===== config.mk =====
export PLATFORM = sky130hd
export DESIGN_NAME = pmc_power_mode_controller
export DESIGN_NICKNAME = d
export VERILOG_FILES = /design/src/pmc_pkg.sv /design/src/pmc_power_mode_controller.sv /design/src/pmc_sync.sv
export SDC_FILE = /design/constraint.sdc
export NUM_CORES = 1
export LEC_CHECK = 0
export ABC_AREA = 1
export BUFFER_PORTS_ARGS = -buffer_cell sky130_fd_sc_hd__buf_2
export CORE_AREA = 2 2 76 78
export CTS_CLUSTER_DIAMETER = 60
export DETAILED_ROUTE_END_ITERATION = 12
export DIE_AREA = 0 0 78 80
export PLACE_DENSITY = 0.85
export SYNTH_ARGS = -nofsm -noshare
export SYNTH_HDL_FRONTEND = slang
export SYNTH_SLANG_ARGS = --single-unit

===== constraint.sdc =====
create_clock -name clk_in -period 1.73 [get_ports clk_in]
set_input_delay 0.0865 -clock clk_in [delete_from_list [all_inputs] [get_ports clk_in]]
set_output_delay 0.0865 -clock clk_in [all_outputs]
set_load 0.005 [all_outputs]

===== src/pmc_pkg.sv =====
// Package of constants and types for the power mode controller
`default_nettype none
package pmc_pkg;
  // Power control register bit positions (layout of power_control_reg)
  localparam int IDLE_BIT = 0;
  localparam int PDOWN_BIT = 1;
  localparam int GF0_BIT = 2;
  localparam int GF1_BIT = 3;
  localparam int POWER_CONTROL_REG_W = 4;
  localparam logic [3:0] POWER_CONTROL_REG_RESET = 4'h0;
  // Reset vector of the CPU
  localparam logic [15:0] RESET_VECTOR = 16'h0000;
  // Port widths
  localparam int PORT_W = 8;
  localparam int NUM_PORTS = 4;
  localparam logic [7:0] PORT_HIGH = 8'hFF;
  // Cycles that resumed execution may run before internal reset
  localparam logic [3:0] RESUME_CYCLES = 4'h4;
  // Operating modes
  typedef enum logic [1:0] {
    PMC_RUN = 2'b00,
    PMC_IDLE = 2'b01,
    PMC_PDOWN = 2'b10,
    PMC_WAKE = 2'b11
  } pmc_mode_type;
endpackage
`default_nettype wire


===== src/pmc_power_mode_controller.sv =====
// Power mode controller: idle, power-down, wake-up and pin conditions
`default_nettype none
// Behaviour
// - Idle entered after setting instruction; CPU halts
// - Idle gates CPU clock, peripheral clock runs
// - Idle keeps PC, status, registers, RAM
// - Both bits set: power-down only, no idle
// - Enabled interrupt clears idle, restores CPU clock
// - Reset pin clears request bits, restores clocks
// - Block RAM during resumed execution before reset
// - Power-down stops oscillator, freezes all clocks
// - Power-down entered after setting instruction completes
// - Only external interrupt or reset exits power-down
// - Resume only after wake input released
// - Interrupt wake leaves registers and RAM intact
// - Reset wake reinitialises registers, keeps RAM
// - Reset floats low port, drives others high
// - Idle holds ports, strobes high, float external
// - Power-down holds ports, strobes low, float external
module pmc_power_mode_controller (
  input wire logic clk_in,
  input wire logic rst_in,
  input wire logic reset_pin_in,
  input wire logic instr_done_in,
  input wire logic power_control_reg_we_in,
  input wire logic [3:0] power_control_reg_wdata_in,
  input wire logic irq_pending_in,
  input wire logic ext_irq0_n_in,
  input wire logic ext_irq1_n_in,
  input wire logic ext_irq0_en_in,
  input wire logic ext_irq1_en_in,
  input wire logic ext_code_in,
  input wire logic osc_stable_in,
  input wire logic [7:0] port0_data_in,
  input wire logic [7:0] port1_data_in,
  input wire logic [7:0] port2_data_in,
  input wire logic [7:0] port3_data_in,
  input wire logic ale_run_in,
  input wire logic program_store_strobe_n_run_in,
  output logic [3:0] power_control_reg_out,
  output logic cpu_clk_en_out,
  output logic periph_clk_en_out,
  output logic osc_en_out,
  output logic cpu_hold_out,
  output logic sfr_reset_out,
  output logic [15:0] reset_vector_out,
  output logic ram_block_out,
  output logic [1:0] mode_out,
  output logic [7:0] port0_out,
  output logic [7:0] port0_oe_n_out,
  output logic [7:0] port1_out,
  output logic [7:0] port2_out,
  output logic [7:0] port3_out,
  output logic ale_out,
  output logic program_store_strobe_n_out
);
  // ----------------------------------------
  // State
  // ----------------------------------------
  typedef struct packed {
    pmc_pkg::pmc_mode_type mode;
    logic [3:0] power_control_reg;
    logic [3:0] resume_cnt;
    logic resuming;
    logic [7:0] p0;
    logic [7:0] p1;
    logic [7:0] p2;
    logic [7:0] p3;
  } pmc_state_type;
  pmc_state_type state;
  pmc_state_type next_state;
  logic reset_sync;
  logic irq0_sync;
  logic irq1_sync;
  logic wake_level;
  logic pd_wake_async;
  logic reset_async;
  logic ext_wake_sync;

  // ----------------------------------------
  // Pin synchronisers
  // ----------------------------------------
  // Cleared by internal reset, so a pin level left over from reset cannot reopen the resume window
  pmc_sync #(.RESET_VAL(1'b0)) u_sync_rst (
    .clk_in(clk_in),
    .rst_in(rst_in),
    .d_in(reset_pin_in),
    .q_out(reset_sync)
  );
  pmc_sync #(.RESET_VAL(1'b1)) u_sync_irq0 (
    .clk_in(clk_in),
    .rst_in(rst_in),
    .d_in(ext_irq0_n_in),
    .q_out(irq0_sync)
  );
  pmc_sync #(.RESET_VAL(1'b1)) u_sync_irq1 (
    .clk_in(clk_in),
    .rst_in(rst_in),
    .d_in(ext_irq1_n_in),
    .q_out(irq1_sync)
  );

  // ----------------------------------------
  // Asynchronous wake paths and synchronised wake level
  // ----------------------------------------
  // clockless wake detect
  // Oscillator may be stopped, so raw pins gate the enables directly
  assign pd_wake_async = (ext_irq0_en_in & ~ext_irq0_n_in) | (ext_irq1_en_in & ~ext_irq1_n_in);
  assign reset_async = reset_pin_in;
  assign ext_wake_sync = (ext_irq0_en_in & ~irq0_sync) | (ext_irq1_en_in & ~irq1_sync);
  assign wake_level = ext_wake_sync;

  // ----------------------------------------
  // Next state
  // ----------------------------------------
  always_comb begin
    next_state = state;
    // Port latches follow CPU only while it runs
    if (state.mode == pmc_pkg::PMC_RUN) begin
      next_state.p0 = port0_data_in;
      next_state.p1 = port1_data_in;
      next_state.p2 = port2_data_in;
      next_state.p3 = port3_data_in;
    end
    // Software write of the power control register
    if (power_control_reg_we_in && state.mode == pmc_pkg::PMC_RUN) begin
      next_state.power_control_reg = power_control_reg_wdata_in;
    end
    // Resume window countdown ahead of internal reset
    if (state.resuming && state.resume_cnt != 4'h0) begin
      next_state.resume_cnt = state.resume_cnt - 4'h1;
    end
    case (state.mode)
      pmc_pkg::PMC_RUN: begin
        if (instr_done_in && state.power_control_reg[pmc_pkg::PDOWN_BIT]) begin
          next_state.mode = pmc_pkg::PMC_PDOWN;
        end else if (instr_done_in && state.power_control_reg[pmc_pkg::IDLE_BIT]) begin
          next_state.mode = pmc_pkg::PMC_IDLE;
        end
      end
      pmc_pkg::PMC_IDLE: begin
        if (irq_pending_in) begin
          next_state.power_control_reg[pmc_pkg::IDLE_BIT] = 1'b0;
          next_state.mode = pmc_pkg::PMC_RUN;
        end
      end
      pmc_pkg::PMC_PDOWN: begin
        if (wake_level) begin
          // idle bit dropped too so no fall into idle
          next_state.power_control_reg[pmc_pkg::PDOWN_BIT] = 1'b0;
          next_state.power_control_reg[pmc_pkg::IDLE_BIT] = 1'b0;
          next_state.mode = pmc_pkg::PMC_WAKE;
        end
      end
      pmc_pkg::PMC_WAKE: begin
        if (!wake_level && osc_stable_in) begin
          next_state.mode = pmc_pkg::PMC_RUN;
        end
      end
      default: begin
        next_state.mode = pmc_pkg::PMC_RUN;
      end
    endcase
    if (reset_sync && !state.resuming) begin
      next_state.resuming = 1'b1;
      next_state.resume_cnt = pmc_pkg::RESUME_CYCLES;
      next_state.power_control_reg[pmc_pkg::IDLE_BIT] = 1'b0;
      next_state.power_control_reg[pmc_pkg::PDOWN_BIT] = 1'b0;
      next_state.mode = pmc_pkg::PMC_RUN;
    end else if (!reset_sync) begin
      next_state.resuming = 1'b0;
    end
  end

  // ----------------------------------------
  // State register
  // ----------------------------------------
  // reset reinitialises control bits; RAM untouched here
  always_ff @(posedge clk_in) begin
    if (rst_in) begin
      state.mode <= pmc_pkg::PMC_RUN;
      state.power_control_reg <= pmc_pkg::POWER_CONTROL_REG_RESET;
      state.resume_cnt <= 4'h0;
      state.resuming <= 1'b0;
      state.p0 <= pmc_pkg::PORT_HIGH;
      state.p1 <= pmc_pkg::PORT_HIGH;
      state.p2 <= pmc_pkg::PORT_HIGH;
      state.p3 <= pmc_pkg::PORT_HIGH;
    end else begin
      state <= next_state;
    end
  end

  // ----------------------------------------
  // Clock and core control
  // ----------------------------------------
  // CPU clock gated in idle and while held
  // reset pin restores clocks at once
  assign cpu_clk_en_out = reset_async | (state.mode == pmc_pkg::PMC_RUN);
  // raw wake restores oscillator and peripheral clock
  assign osc_en_out = reset_async | pd_wake_async | (state.mode != pmc_pkg::PMC_PDOWN);
  assign periph_clk_en_out = reset_async | pd_wake_async |
                             (state.mode == pmc_pkg::PMC_RUN) | (state.mode == pmc_pkg::PMC_IDLE);
  // no execution until wake input released
  assign cpu_hold_out = (state.mode != pmc_pkg::PMC_RUN);
  // registers reset once resume window ends
  assign sfr_reset_out = rst_in | (state.resuming && state.resume_cnt == 4'h0);
  assign reset_vector_out = pmc_pkg::RESET_VECTOR;
  assign ram_block_out = state.resuming;
  assign mode_out = state.mode;
  assign power_control_reg_out = state.power_control_reg;

  // ----------------------------------------
  // Pin conditions
  // ----------------------------------------
  // Drive-low enables; floating means all enables high
  always_comb begin
    port0_out = state.p0;
    port0_oe_n_out = 8'h00;
    port1_out = state.p1;
    port2_out = state.p2;
    port3_out = state.p3;
    ale_out = ale_run_in;
    program_store_strobe_n_out = program_store_strobe_n_run_in;
    if (rst_in) begin
      // reset floats low port, others high
      port0_oe_n_out = pmc_pkg::PORT_HIGH;
      port1_out = pmc_pkg::PORT_HIGH;
      port2_out = pmc_pkg::PORT_HIGH;
      port3_out = pmc_pkg::PORT_HIGH;
      ale_out = 1'b1;
      program_store_strobe_n_out = 1'b1;
    end else if (state.mode == pmc_pkg::PMC_IDLE) begin
      ale_out = 1'b1;
      program_store_strobe_n_out = 1'b1;
      if (ext_code_in) begin
        port0_oe_n_out = pmc_pkg::PORT_HIGH;
      end
    end else if (state.mode == pmc_pkg::PMC_PDOWN || state.mode == pmc_pkg::PMC_WAKE) begin
      ale_out = 1'b0;
      program_store_strobe_n_out = 1'b0;
      if (ext_code_in) begin
        port0_oe_n_out = pmc_pkg::PORT_HIGH;
      end
    end
  end
endmodule
`default_nettype wire


===== src/pmc_sync.sv =====
// Two-flop synchroniser for pin levels
`default_nettype none
module pmc_sync #(
  parameter logic RESET_VAL = 1'b0
) (
  input wire logic clk_in,
  input wire logic rst_in,
  input wire logic d_in,
  output logic q_out
);
  // ----------------------------------------
  // State
  // ----------------------------------------
  typedef struct packed {
    logic s1;
    logic s2;
  } pmc_sync_state_type;
  pmc_sync_state_type state;
  pmc_sync_state_type next_state;
  // Shift the pin level through two stages
  always_comb begin
    next_state.s1 = d_in;
    next_state.s2 = state.s1;
  end
  always_ff @(posedge clk_in) begin
    if (rst_in) begin
      state <= {RESET_VAL, RESET_VAL};
    end else begin
      state <= next_state;
    end
  end
  assign q_out = state.s2;
endmodule
`default_nettype wire


---- Word-level counts from Yosys, hierarchy flattened ----
Cells that the tools add are included.
storage, ports and cells
  logic and storage cells ................. 87
  register bits ........................... 49
  output and inout bits ................... 70
operators by class
  equality and inequality tests ........... 9
  mux-type cells .......................... 28
  $add $sub $neg .......................... 1
  reductions and logical operators ........ 17
  bitwise gates (word level) .............. 16
operators by type and width
  operator                                           count
  two-way mux 8 bit                                  7
  two-way mux 2 bit                                  7
  two-way mux 1 bit                                  10
  != test 2 bit (second input constant)              5
  bitwise OR 1 bit                                   8
  one-hot mux 2 bit (4 select lines)                 1
  logical AND 1 bit                                  7
  two-way mux 3 bit                                  2
  AND 1 bit                                          4
  == test 2 bit (second input constant)              2
  logical NOT 4 bit                                  1
  NOT 1 bit                                          4
  AND reduction 4 bit                                1
  nonzero test 2 bit                                 2
  nonzero test 4 bit                                 1
  subtractor 4 x 1 -> 4 bit (second input constant)  1
  != test 3 x 1 -> 1 bit (second input constant)     1
  == test 2 x 1 -> 1 bit (second input constant)     1
  logical NOT 1 bit                                  2
  logical NOT 2 bit                                  1
  one-hot mux 1 bit (2 select lines)                 1
  OR reduction 2 bit                                 1
  logical OR 1 bit                                   1

---- Depth between registers and ports, before layout ----
  depth in word-level cells ............... 7
  depth in mapped cells ................... 9

---- Hierarchy ----
A second synthesis with hierarchy kept.
second synthesis, totals
  cells, all modules ...................... 337
  area total of the unflattened synthesis .. 2479.9 µm²
modules (own cells, without submodules)
  module                       cells an instance  times used  area each (µm²)  sequential area each (µm²)
  pmc_power_mode_controller    317                1           2307.2           860.8
  pmc_sync at u_sync_irq0 ...  7                  2           58.8             40.0
  pmc_sync at u_sync_rst       6                  1           55.1             40.0

---- Worst setup path after synthesis ----
No wires, ideal clock.
  path kind ............................... register to output
  start point ............................. register state, in the netlist mode_out[0]
  end point ............................... output port0_oe_n_out[1]
  arrival time ............................ 1.322 ns
  slack ................................... 0.321 ns
  data required time ...................... 1.643 ns
  stages on the path, launching flop included .. 6
  cells stage by stage .................... dfxtp_1 inv_1 ha_1 nor2_1 a21oi_1 buf_4
on the way
  cells in the longest elaborated chain, start to end .. 5
RTL lines
  item                    RTL line                          text
  from (decl)             pmc_power_mode_controller.sv:70   pmc_state_type state;
  from (signal assigned)  pmc_power_mode_controller.sv:190  state <= next_state;
  == test 2 bit           pmc_power_mode_controller.sv:239  end else if (state.mode == pmc_pkg::PMC_PDOWN || state.mode == pmc_pkg::PMC_WAKE) begin
  logical OR 1 bit        pmc_power_mode_controller.sv:239
  two-way mux 8 bit       pmc_power_mode_controller.sv:239
  two-way mux 8 bit (*)   pmc_power_mode_controller.sv:233  end else if (state.mode == pmc_pkg::PMC_IDLE) begin
  two-way mux 8 bit (*)   pmc_power_mode_controller.sv:225  if (rst_in) begin
  to (decl)               pmc_power_mode_controller.sv:50   output logic [7:0] port0_oe_n_out,
Mark *: on every way between the ends. The rest lies on a longest branch, timed or not.

---- Final worst setup path ----
  start point ............................. register state, in the netlist mode_out[0]
  end point ............................... output periph_clk_en_out
on the way
  cells in the longest elaborated chain, start to end .. 3
RTL lines
  item                  RTL line                          text
  logical NOT 2 bit     pmc_power_mode_controller.sv:203  (state.mode == pmc_pkg::PMC_RUN) | (state.mode == pmc_pkg::PMC_IDLE);
  bitwise OR 1 bit      pmc_power_mode_controller.sv:202  assign periph_clk_en_out = reset_async | pd_wake_async |
  bitwise OR 1 bit (*)  pmc_power_mode_controller.sv:203
  to (decl)             pmc_power_mode_controller.sv:42   output logic periph_clk_en_out,
Marked as above.

==> run summary <==
The tools report the launching instance or port of the critical path as mode_out[0]. The largest single stage delay on the critical path is 0.39 ns. Port buffer count: 103. Once detail routing completed, the nets flagged for antenna violations numbered 0. Across the whole layout, storage elements account for 983 um2. A synthesized cell averages 7.35 um2. The wire-length estimate of the detail-placed layout is 4060 um. The H-tree was split into 2 levels. The kind of cell with the highest combined delay along the critical path is buffers and inverters. In the final routed layout, each cell accounts on average for 12.0 um. Derived from the worst setup path, the maximum achievable clock frequency is 618 MHz.

The tools report the type of destination of the critical path as an output pin. Clock-pin slew was measured on the worst setup and hold paths at 0.09 ns. The number of setup violations in the final report is 0. For the worst setup path, the data arrival time is 1.53 ns. STA classifies the critical path startpoint as a register. The height of the chip is 80 um, and the floorplan die area is 6240 um2. The commonest non-fill, non-tap cell in the layout was sky130_fd_sc_hd__buf_2. Leaving out fill and tap cells, the most frequent cells in the layout are sky130_fd_sc_hd__buf_2 (103), sky130_fd_sc_hd__nand2_1 (87), sky130_fd_sc_hd__dfxtp_1 (47). Antenna diode instance count: 0. The final route contains 2358 vias. The number of hold violations in the final report came out at 0. The tool flagged a number of max-cap violations equal to 0. The cell area that synthesis handed to floorplanning was 2430 um2.

From synthesis to final layout, the design area changed by 32.0%. After detailed routing, the met3 layer carries 454 um of wire. Setup repair after global routing left no endpoint under its margin. Amount of wire on met2 after detailed routing: 3030 um. The sequential fraction of the synthesis area was 0.403. The critical path ends at periph_clk_en_out.

I/O pin count: 120. Number of core rows: 27. The root buffer cell chosen for the clock tree is sky130_fd_sc_hd__clkbuf_8. Synthesis produced 331 cells. Entering global routing, the biggest net connects 31 pins. TritonCTS built the clock tree. The critical path is of the reg2out type. The via count of the first global-routing pass is 2196. The clock passes through at most 2 buffers.

The final layout contains 494 nets. The logs give 0.450 for the initial cell density of the core and 4 for the detailed-router iteration count before antenna repair. The core region is 5410 um2. VDD sags by at most 0.000724 V.

The routed length on met1 was 2570 um; the routability congestion estimate was 0.834. The number of buffer and inverter instances along the worst setup path came out at 3. The highest layer touched by signal routing is met4. Setup slack on the worst reg-to-reg path comes out at 0.24 ns. TritonCTS created 5 clock buffers. The worst hold-check path type was in2reg. Flip-flop and latch count after synthesis: 49. The final layout contains routed wiring with a total length of 6110 um. The routed via count divided by cell count came out at 4.61.

The clock latency of the later-clocked register in the worst-skew pair was 0.29 ns; the DRC marker count from the first detailed-route iteration was 84. The fraction of synthesis flops using an asynchronous set or reset pin was 0. The run finished with clean final reports. The tools report the post-route setup TNS as 0 ns. Power density relative to cell area: 1300 nW/um2. Traced cell by cell, the critical path runs through inv_1, ha_2, buf_6, nor2_1, nand2_1, buf_2. The minimum setup slack after placement came out at 0.139 ns.

The terminus of the critical flop-to-flop path is mode_out[0]. Data on the critical path is required at its endpoint by 1.64 ns. The clock drives 49 sinks. The multi-input logic area was 1060 um2; the total power after layout was 4170 uW. Clock skew on the completed layout was measured at 0.0106 ns. Yosys mapped a number of flops with a built-in enable equal to 0. The total overflow left after global routing is 0. The first-pass GRT wire length is 9720 um, and the static leakage is 0.00164 uW. The number of max-slew violations in the final report is 0, and the count of warnings emitted by yosys is 0. Fill cells in the final layout number 507. The leading register cell type out of synthesis is sky130_fd_sc_hd__dfxtp_1. The worst register-to-register path has a depth of 9. Along the worst path, the maximum fanout reaches 20.

After synthesis, the netlist uses 28 different library cells. The tools report the total global-route track usage as 0.195. The startpoint of the most critical register-to-register path was mode_out[0]. The floorplan step set the die width to 78 um. The ratio of final minimum period to clock period was 0.936; the post-layout worst setup margin was 0.111 ns.

For the initial antenna violation count, the log shows 0. The ratio of cells with drive above 1 in the final layout was 0.362. The DRC violation count after routing is 0, and the number of gates on the worst path with buffers counted is 6. The final period demand of the worst path is 1.62 ns. For this design, the slowest cell found on the critical path is sky130_fd_sc_hd__dfxtp_2.
==> layout make-up <==
| cell class | instances | share of cell area |
|---|---|---|
| Multi-Input combinational cell | 217 | 0.331 |
| Inverter | 29 | 0.0343 |
| Timing Repair Buffer | 136 | 0.265 |
| Sequential cell | 49 | 0.306 |
| Tap cell | 72 | 0.0280 |
| Clock inverter | 1 | 0.00935 |
| Clock buffer | 7 | 0.0269 |
==> cell families after synthesis <==
kind of cell,after synthesis,share of synthesized area
and+or+nand+nor,174,0.324
buffers and inverters,80,0.188
DFF,49,0.403
AOI/OAI and AO/OA,21,0.0519
adders and majority gates,6,0.0308
other,1,0.00154
==> per-stage QoR <==
| stage | cell area, um2 | hold slack, ns | utilization | std cells |
|---|---|---|---|---|
| 2_1_floorplan | 2490 | 0.191 | - | 346 |
| 3_3_place_gp | 2800 | 0.294 | 0.518 | 475 |
| 3_5_place_dp | 2800 | 0.302 | 0.518 | 475 |
| 4_1_cts | 3190 | 0.000703 | 0.590 | 510 |
| 5_1_grt | 3210 | 0.0175 | 0.594 | 511 |
| 6_report | 3210 | 0.00889 | 0.594 | 511 |
==> registers in the layout (all words and copies together), names as in the netlist <==
signal,cells
power_control_reg_out,4
u_sync_rst.q_out,1
ram_block_out,1
mode_out,2
u_sync_irq0.q_out,1
u_sync_rst.next_state,1
u_sync_irq0.next_state,1
u_sync_irq1.q_out,1
u_sync_irq1.next_state,1
state,28
port0_out,8
==> cell usage after synthesis, types with 2 or more instances <==
master	number	area share
sky130_fd_sc_hd__inv_2	5	0.0077
sky130_fd_sc_hd__nor2_2	2	0.0051
sky130_fd_sc_hd__dfxtp_1	49	0.40
sky130_fd_sc_hd__nand2_2	3	0.0077
sky130_fd_sc_hd__o21ai_0	8	0.016
sky130_fd_sc_hd__ha_1	6	0.031
sky130_fd_sc_hd__a21oi_1	6	0.012
sky130_fd_sc_hd__or2_2	22	0.057
sky130_fd_sc_hd__clkbuf_1	4	0.0062
sky130_fd_sc_hd__inv_1	23	0.035
sky130_fd_sc_hd__nor2_1	20	0.031
sky130_fd_sc_hd__buf_2	8	0.016
sky130_fd_sc_hd__buf_4	39	0.12
sky130_fd_sc_hd__nand3_1	36	0.074
sky130_fd_sc_hd__nand2_1	87	0.13
==> how the worst min path moves through the flow <==
stage | start | to | slack (ns) | cells after the start
2_1_floorplan | ext_irq1_n_in | u_sync_irq1.next_state[0] | 0.19 | 2
3_3_place_gp | ext_irq1_n_in | u_sync_irq1.next_state[0] | 0.29 | 3
3_5_place_dp | port1_data_in[5] | state[21] | 0.30 | 3
4_1_cts | port1_data_in[0] | state[16] | 0.0007 | 3
5_1_grt | port2_data_in[1] | state[9] | 0.02 | 3
6_report | port1_data_in[0] | state[16] | 0.009 | 3
==> layer usage <==
layer | GRT usage | vias to the layer above
met5 | 0 | -
met4 | 0.0474 | 0
met3 | 0.0543 | 6
met2 | 0.361 | 96
met1 | 0.222 | 1074
li1 | - | 1182
==> power breakdown <==
group | switching (uW) | internal [uW]
Clock | 369 | 472
Sequential | 138 | 1400
Combinational | 1030 | 765
==> worst reg2reg max path: cells and delay by family (launching register included) <==
family	cells	cell delay, ns
adder cells (fa/ha/maj)	1	0.22
buffers and inverters	3	0.32
flip-flops	1	0.39
AND/OR/NAND/NOR	5	0.46
==> repair_timing <==
item | in CTS | in global routing
hold endpoints to repair | 27 | 1
hold buffers | 27 | 1
buffers inserted | 0 | 0
pin swaps | 0 | 1
setup endpoints to repair | 9 | 12
resized for setup | 3 | 4
Power figures use the tool's default switching activity.
